==> src/tbcm_pkg.sv <==
/*
  Package for the three-decade BCD counter with multiplexed display output.
  Assumes a single 125 MHz system clock; all pins are sampled into that domain.
*/
// Summary of operation
// Scan tick from internal divider, or from external scan clock when one is selected.
// Digit selector advances on each scan tick.
// One overflow pulse per 1000 counted input pulses.
// Count clear zeroes all three decades and resets the scanner.
// While clear is high the scanner points at the first digit.
// While clear is high all digit selects are inactive, scan stopped.
// Count inhibit high blocks counting and keeps the count.
// Latch enable rising captures counters; held while latch enable stays high.
// Latched value survives a clear if latch enable is high throughout.
// Decades advance on input clock falling edge, carries chained in one step.
// Latched digits appear one at a time on one four-bit bus.
// BCD active high; digit selects active low, only the shown digit asserted.
// Scan order digit 0, 1, 2, back to 0, one step per tick.
package tbcm_pkg;
    // ==========================================================
    // Timing and reset values
    localparam int unsigned TBCM_CLK_HZ = 125_000_000;
    localparam int unsigned TBCM_SCAN_HZ = 1000;
    localparam int unsigned TBCM_SCAN_CYCLES = TBCM_CLK_HZ / TBCM_SCAN_HZ;
    localparam logic [3:0] TBCM_DIGIT_RST = 4'h0;
    localparam logic [3:0] TBCM_DIGIT_MAX = 4'h9;
    localparam logic [2:0] TBCM_SEL_OFF_N = 3'h7;

    // ==========================================================
    // Types
    typedef enum logic [1:0] {
        TBCM_POS0 = 2'b00,
        TBCM_POS1 = 2'b01,
        TBCM_POS2 = 2'b10
    } tbcm_pos_e;

    typedef struct packed {
        logic [3:0] d2;
        logic [3:0] d1;
        logic [3:0] d0;
    } tbcm_count_s;
endpackage

==> src/tbcm_counter.sv <==
/*
  Three-decade BCD counter, output latches and digit multiplexer.
  Assumes all pin inputs are asynchronous to SYS_CLK and slower than it.
*/
module tbcm_counter
    import tbcm_pkg::*;
#(
    parameter int unsigned SCAN_CYCLES = TBCM_SCAN_CYCLES
) (
    // Clock and reset
    input wire logic SYS_CLK,
    input wire logic ARST_N,
    // Count and control pins
    input wire logic COUNT_CLK,
    input wire logic COUNT_CLEAR,
    input wire logic COUNT_INHIBIT,
    input wire logic LATCH_EN,
    // Scan source selection
    input wire logic EXT_SCAN_SEL,
    input wire logic EXT_SCAN_CLK,
    // Display and cascade outputs
    output logic [3:0] BCD_OUT,
    output logic [2:0] DIGIT_SEL_N,
    output logic OVERFLOW
);

    // ==========================================================
    // Input synchronisers
    logic [1:0] clk_s_reg, clr_s_reg, inh_s_reg, le_s_reg, esel_s_reg, eclk_s_reg;
    logic clk_d_reg, le_d_reg, eclk_d_reg;
    always_ff @(posedge SYS_CLK or negedge ARST_N) begin
        if (!ARST_N) begin
            clk_s_reg <= 2'h0;
            clr_s_reg <= 2'h0;
            inh_s_reg <= 2'h0;
            le_s_reg <= 2'h0;
            esel_s_reg <= 2'h0;
            eclk_s_reg <= 2'h0;
            clk_d_reg <= 1'b0;
            le_d_reg <= 1'b0;
            eclk_d_reg <= 1'b0;
        end else begin
            clk_s_reg <= {clk_s_reg[0], COUNT_CLK};
            clr_s_reg <= {clr_s_reg[0], COUNT_CLEAR};
            inh_s_reg <= {inh_s_reg[0], COUNT_INHIBIT};
            le_s_reg <= {le_s_reg[0], LATCH_EN};
            esel_s_reg <= {esel_s_reg[0], EXT_SCAN_SEL};
            eclk_s_reg <= {eclk_s_reg[0], EXT_SCAN_CLK};
            clk_d_reg <= clk_s_reg[1];
            le_d_reg <= le_s_reg[1];
            eclk_d_reg <= eclk_s_reg[1];
        end
    end

    wire clr = clr_s_reg[1];
    wire le = le_s_reg[1];
    // Falling edge of the counted clock, gated by inhibit
    wire cnt_fall = clk_d_reg & ~clk_s_reg[1] & ~inh_s_reg[1];
    wire le_rise = le & ~le_d_reg;

    // ==========================================================
    // Decade chain
    function automatic logic [3:0] bcd_inc(input logic [3:0] d);
        bcd_inc = (d == TBCM_DIGIT_MAX) ? TBCM_DIGIT_RST : d + 4'h1;
    endfunction

    tbcm_count_s cnt_reg, cnt_next;
    wire c0 = cnt_reg.d0 == TBCM_DIGIT_MAX;
    wire c1 = c0 && cnt_reg.d1 == TBCM_DIGIT_MAX;
    wire c2 = c1 && cnt_reg.d2 == TBCM_DIGIT_MAX;
    // Carries computed combinationally so all decades step on the same edge
    assign cnt_next.d0 = bcd_inc(cnt_reg.d0);
    assign cnt_next.d1 = c0 ? bcd_inc(cnt_reg.d1) : cnt_reg.d1;
    assign cnt_next.d2 = c1 ? bcd_inc(cnt_reg.d2) : cnt_reg.d2;

    logic ovf_reg;
    // Clear has priority; overflow is a one-cycle pulse on 999 -> 000
    always_ff @(posedge SYS_CLK or negedge ARST_N) begin
        if (!ARST_N) begin
            cnt_reg <= '0;
            ovf_reg <= 1'b0;
        end else if (clr) begin
            cnt_reg <= '0;
            ovf_reg <= 1'b0;
        end else begin
            if (cnt_fall) cnt_reg <= cnt_next;
            ovf_reg <= cnt_fall & c2;
        end
    end

    // ==========================================================
    // Output latches: transparent-on-rise capture, frozen while enable high.
    // Clear does not touch them, so a held value survives a count clear.
    tbcm_count_s lat_reg;
    always_ff @(posedge SYS_CLK or negedge ARST_N) begin
        if (!ARST_N) begin
            lat_reg <= '0;
        end else if (!le || le_rise) begin
            lat_reg <= cnt_reg;
        end
    end

    // ==========================================================
    // Scan tick: internal divider or external scan clock rising edge
    logic [$clog2(SCAN_CYCLES)-1:0] div_reg;
    wire div_end = div_reg == ($clog2(SCAN_CYCLES))'(SCAN_CYCLES - 1);
    wire ext_rise = eclk_s_reg[1] & ~eclk_d_reg;
    wire scan_tick = esel_s_reg[1] ? ext_rise : div_end;
    always_ff @(posedge SYS_CLK or negedge ARST_N) begin
        if (!ARST_N) begin
            div_reg <= '0;
        end else if (clr || div_end) begin
            div_reg <= '0;
        end else begin
            div_reg <= div_reg + 1'b1;
        end
    end

    tbcm_pos_e pos_reg, pos_next;
    always_comb begin
        unique case (pos_reg)
            TBCM_POS0: pos_next = TBCM_POS1;
            TBCM_POS1: pos_next = TBCM_POS2;
            TBCM_POS2: pos_next = TBCM_POS0;
            default: pos_next = TBCM_POS0;
        endcase
    end
    always_ff @(posedge SYS_CLK or negedge ARST_N) begin
        if (!ARST_N) begin
            pos_reg <= TBCM_POS0;
        end else if (clr) begin
            pos_reg <= TBCM_POS0;
        end else if (scan_tick) begin
            pos_reg <= pos_next;
        end
    end

    // ==========================================================
    // Output registers: one digit at a time, select active low
    wire [3:0] mux_digit = (pos_reg == TBCM_POS0) ? lat_reg.d0 :
                           (pos_reg == TBCM_POS1) ? lat_reg.d1 : lat_reg.d2;
    wire [2:0] sel_n = clr ? TBCM_SEL_OFF_N : ~(3'h1 << pos_reg);
    logic [3:0] bcd_reg;
    logic [2:0] sel_reg;
    always_ff @(posedge SYS_CLK or negedge ARST_N) begin
        if (!ARST_N) begin
            bcd_reg <= TBCM_DIGIT_RST;
            sel_reg <= TBCM_SEL_OFF_N;
        end else begin
            bcd_reg <= mux_digit;
            sel_reg <= sel_n;
        end
    end
    assign BCD_OUT = bcd_reg;
    assign DIGIT_SEL_N = sel_reg;
    assign OVERFLOW = ovf_reg;

    // ==========================================================
    // Assertions
    property p_ovf;
        @(posedge SYS_CLK) disable iff (!ARST_N)
        ovf_reg |-> cnt_reg == '0 && $past(cnt_reg) == 12'h999;
    endproperty
    a_ovf: assert property (p_ovf) else $error("overflow without wrap");
    property p_clr;
        @(posedge SYS_CLK) disable iff (!ARST_N)
        clr |=> cnt_reg == '0 && pos_reg == TBCM_POS0;
    endproperty
    a_clr: assert property (p_clr) else $error("clear did not reset");
    property p_pos;
        @(posedge SYS_CLK) disable iff (!ARST_N)
        clr && $past(clr) |-> pos_reg == TBCM_POS0;
    endproperty
    a_pos: assert property (p_pos) else $error("scanner moved in clear");
    property p_seloff;
        @(posedge SYS_CLK) disable iff (!ARST_N)
        clr |=> sel_reg == TBCM_SEL_OFF_N;
    endproperty
    a_seloff: assert property (p_seloff) else $error("select active in clear");
    property p_inh;
        @(posedge SYS_CLK) disable iff (!ARST_N)
        inh_s_reg[1] && !clr |=> $stable(cnt_reg);
    endproperty
    a_inh: assert property (p_inh) else $error("count changed while inhibited");
    property p_hold;
        @(posedge SYS_CLK) disable iff (!ARST_N)
        le && $past(le) |=> $stable(lat_reg);
    endproperty
    a_hold: assert property (p_hold) else $error("latch changed while held");
    property p_step;
        @(posedge SYS_CLK) disable iff (!ARST_N)
        cnt_fall && !clr |=> cnt_reg.d0 == bcd_inc($past(cnt_reg.d0));
    endproperty
    a_step: assert property (p_step) else $error("units decade missed edge");
    property p_scan;
        @(posedge SYS_CLK) disable iff (!ARST_N)
        scan_tick && !clr && pos_reg == TBCM_POS2 |=> pos_reg == TBCM_POS0;
    endproperty
    a_scan: assert property (p_scan) else $error("scan did not wrap");
    property p_onehot;
        @(posedge SYS_CLK) disable iff (!ARST_N)
        !clr |=> $countones(~sel_reg) == 1;
    endproperty
    a_onehot: assert property (p_onehot) else $error("select not one-hot");
    property p_cap;
        @(posedge SYS_CLK) disable iff (!ARST_N)
        le_rise |=> lat_reg == $past(cnt_reg);
    endproperty
    a_cap: assert property (p_cap) else $error("latch missed capture");
    property p_ovf_once;
        @(posedge SYS_CLK) disable iff (!ARST_N)
        ovf_reg |=> !ovf_reg;
    endproperty
    a_ovf_once: assert property (p_ovf_once) else $error("overflow wider than one cycle");
    property p_scan_stop;
        @(posedge SYS_CLK) disable iff (!ARST_N)
        clr |=> div_reg == '0;
    endproperty
    a_scan_stop: assert property (p_scan_stop) else $error("scan divider ran in clear");
    // Units select must carry the units latch of the cycle before, as both outputs are registered together
    property p_units_shown;
        @(posedge SYS_CLK) disable iff (!ARST_N)
        sel_reg == 3'h6 |-> bcd_reg == $past(lat_reg.d0);
    endproperty
    a_units_shown: assert property (p_units_shown) else $error("wrong digit under units select");
    c_ovf: cover property (@(posedge SYS_CLK) ovf_reg);
    c_ext: cover property (@(posedge SYS_CLK) esel_s_reg[1] && ext_rise);
    c_held: cover property (@(posedge SYS_CLK) le && clr);
    c_cap: cover property (@(posedge SYS_CLK) le_rise);
endmodule

==> config.mk <==
export PLATFORM = sky130hd
export DESIGN_NAME = tbcm_counter
export DESIGN_NICKNAME = d
export VERILOG_FILES = /design/src/tbcm_pkg.sv /design/src/tbcm_counter.sv
export SDC_FILE = /design/constraint.sdc
export NUM_CORES = 1
export LEC_CHECK = 0
export ABC_AREA = 1
export BUFFER_PORTS_ARGS = -buffer_cell sky130_fd_sc_hd__buf_2
export CAP_MARGIN = 20
export CORE_ASPECT_RATIO = 1.25
export CORE_MARGIN = 3
export CORE_UTILIZATION = 40
export DETAILED_ROUTE_END_ITERATION = 16
export SLEW_MARGIN = 20
export SYNTH_ARGS = -nofsm -noshare
export SYNTH_HDL_FRONTEND = slang
export SYNTH_SLANG_ARGS = --single-unit
==> constraint.sdc <==
create_clock -name SYS_CLK -period 2.48 [get_ports SYS_CLK]
set_clock_uncertainty 0.05 [all_clocks]
set_input_delay 0 -clock SYS_CLK [delete_from_list [all_inputs] [get_ports SYS_CLK]]
set_output_delay 0 -clock SYS_CLK [all_outputs]
set_load 0.05 [all_outputs]
==> flow_metrics.py <==
metrics = {
    "timing": {
        "tightest_slew_ns": 0.7514,
        "slew_headroom_pct": 49.91,
        "slew_violations": 0,
        "hold_violations": 0,
        "max_freq_mhz": 676.0,
        "setup_viol": 0,
        "fin_setup_tns_ns": 0,
        "period_share_pct": 59.65,
        "rsz0062_at_grt": "false",
        "setup_slack_ns": 1.001,
        "fin_crit_ns": 1.479,
    },
    "outcome": {
        "status": "completed",
    },
    "logic_synthesis": {
        "yosysWarnings": 0,
        "synth_edf_count": 0,
        "synth_nets": 329,
        "ys_seq_area_share_pct": 56.88,
        "yosysUniqueCellTypes": 33,
        "synth_most_common_cell": "nand2_1",
        "ys_ff_latch": 66,
        "synthFlopType": "dfrtp_1",
        "syn_inst": 314,
        "syn-cell-area_mm2": 0.002910,
        "synth_top_area_cell": "dfrtp_1",
        "yosysTopAreaCellShare_pct": 54.17,
        "synth_common_cells": "nand2_1 (75), dfrtp_1 (63), nor2_1 (47), inv_1 (28), nand3_1 (24)",
        "ys_top_cells_by_area": "dfrtp_1 (54%), nand2_1 (9.7%), nor2_1 (6.1%)",
        "synthArstFlopShare_pct": 100.0,
        "postSynthAreaPerCell_um2": 9.268,
    },
    "clock_network": {
        "post-cts-setup-buffers": 0,
        "cts_buffers": 9,
        "clkSinkCount": 66,
        "clock_latency_ns": 0.34,
        "htreeDepth": 3,
        "path_clk_slew_ns": 0.07,
        "root_buffer": "clkbuf_8",
        "cts_tree": "done",
        "clockBufferDepth": 2,
    },
    "routing": {
        "ant_nets": 0,
        "viasPerCell": 4.790,
        "num_vias": 2103,
        "dr.first_iter.drc_count": 107,
        "dr.pass1.iters": 4,
        "wl_mm": 5.400,
        "wl_per_cell_um": 12.30,
        "drc": 0,
    },
    "floorplanning": {
        "die_height_um": 101.4,
        "die_area_mm2": 0.008341,
        "rows": 34,
        "die_w_um": 82.29,
        "initial_core_util_pct": 41.46,
        "boundaryPins": 16,
        "core-area_mm2": 0.007019,
    },
    "global_routing": {
        "grt_max_degree": 35,
        "grt_antenna_before_repair": 0,
        "grt_pass1_wl_mm": 9.528,
        "grt_pass1_vias": 2106,
        "overflow": 0,
        "grt_usage_pct": 15.12,
    },
    "critical_path": {
        "arrival_ns": 1.66,
        "required_ns": 2.66,
        "crit_type": "register to register",
        "cp_max_fo": 6,
        "crit_path_end_kind": "register",
        "crit_slowest_cell": "dfrtp_1",
        "crit_top_cell": "nand2_1",
        "crit_chain": "inv_1 -> ha_1 -> nand3_1 -> o21ai_2 -> nand2_1 -> nand2_1 -> o21ai_1",
        "worstSetupStartpointType": "register",
        "max_stage_delay_ns": 0.39,
    },
    "finish": {
        "syn2layout_area_growth_pct": 15.18,
        "layout-drive-gt1-share_pct": 15.76,
        "fin_nets": 359,
        "antenna_cells": 0,
        "largest_reg_flops": 17,
    },
    "pwr": {
        "leakage_nw": 1.625,
        "p_per_area_mw_per_mm2": 681.6,
        "vdd_drop_max_v": 0.0003650,
    },
    "placed_design": {
        "hpwl_mm": 3.870,
        "io_buffers": 15,
        "preCtsSetupSlack_ns": 0.9940,
        "gp_congestion": 0.8172,
    },
    "flow_run": {
        "drv_cap": 0,
    },
    "min_path": {
        "hold_path.class": "primary input to async pin",
    },
}
[final cells by class]
class | instances | area, µm²
Multi-Input combinational cell | 213 | 1110
Fill cell | 658 | 3667
Clock buffer | 14 | 182.7
Inverter | 31 | 116.4
Tap cell | 90 | 112.6
Clock inverter | 2 | 10.01
Timing Repair Buffer | 23 | 165.2
Sequential cell | 66 | 1655
[metrics by stage]
stage / area (µm²) / utilization, % / total power, W / std cells / hold WS, ns
after floorplan: 2910 / - / 0.001371 / 314 / -0.3456
final: 3352 / 47.75 / 0.002285 / 439 / 0.2036
after global placement: 3089 / 44.01 / 0.001446 / 416 / 0.05758
after global routing: 3352 / 47.75 / 0.002397 / 439 / 0.2507
after detailed placement: 3089 / 44.01 / 0.001451 / 416 / 0.05973
after CTS: 3352 / 47.75 / 0.002316 / 439 / 0.2330
[worst max-delay path: cells and delay by family (launching register included)]
| family | cells | cell delay, ns |
|---|---|---|
| AO/OA/AOI/OAI | 2 | 0.33 |
| adder cells (fa/ha/maj) | 1 | 0.16 |
| buffers and inverters | 1 | 0.10 |
| flip-flops | 1 | 0.39 |
| AND/OR/NAND/NOR | 3 | 0.35 |
[report_power, final]
part           switching [W]  internal, W  leakage [nW]
Combinational       0.000158    0.0000747         0.667
Clock               0.000381     0.000469         0.102
Sequential         0.0000502      0.00115         0.856
Total               0.000590      0.00170          1.63
[kinds of logic (layout without fill, tap and decap cells)]
family,after synthesis,after routing,synth area share [%]
DFF,66,66,56.88
buffers and inverters,35,70,4.987
xor gates and xnor gates,7,7,2.107
muxes,7,7,2.665
and+or+nand+nor,173,173,26.78
adders and majority gates,7,7,3.009
AOI/OAI and AO/OA,19,19,3.568
[metal layers]
| layer | share of wire (%) | up-vias | wire (µm) | GRT usage (%) |
|---|---|---|---|---|
| li1 | - | 1069 | - | - |
| met1 | 46 | 987 | 2495 | 19.43 |
| met2 | 48 | 34 | 2604 | 23.83 |
| met3 | 3.1 | 13 | 168 | 3.292 |
| met4 | 2.4 | 0 | 132 | 7.673 |
| met5 | 0 | - | 0 | 0 |
[final timing paths]
path / startpoint / to / slack (ns) / cells after the start
setup reg to reg: cnt_reg[1] / cnt_reg[11] / 1.00 / 7
setup / recovery: cnt_reg[1] / cnt_reg[11] / 1.00 / 7
min in group SYS_CLK: COUNT_CLEAR / clr_s_reg[0] / 0.25 / 2
max in group asynchronous: ARST_N / DIGIT_SEL_N[2] / 1.47 / 3
hold reg to reg: inh_s_reg[0] / inh_s_reg[1] / 0.30 / 0
hold / removal: ARST_N / div_reg[14] / 0.20 / 2
[layout by cell type, fill, tap and decap left out, drive strengths merged]
cell type,count
nand2,77
dfrtp,63
nor2,53
inv,31
nand3,24
buf,16
clkbuf,14
a21oi,11
nor3,9
ha,7
dlygate4sd3,7
mux2,6
o21ai,5
nand4,4
xnor2,4
dfstp,3
xor2,3
nand3b,3
o22ai,2
clkinv,2
and2,2
o21bai,1
mux2i,1
or2,1
[repair_timing]
action | 4_1_cts | 5_1_grt
hold buffers | 7 | 0
hold endpoints to repair | 38 | 0
gates resized for setup | 0 | 0
Note: power is estimated with default switching activity, not from simulation.
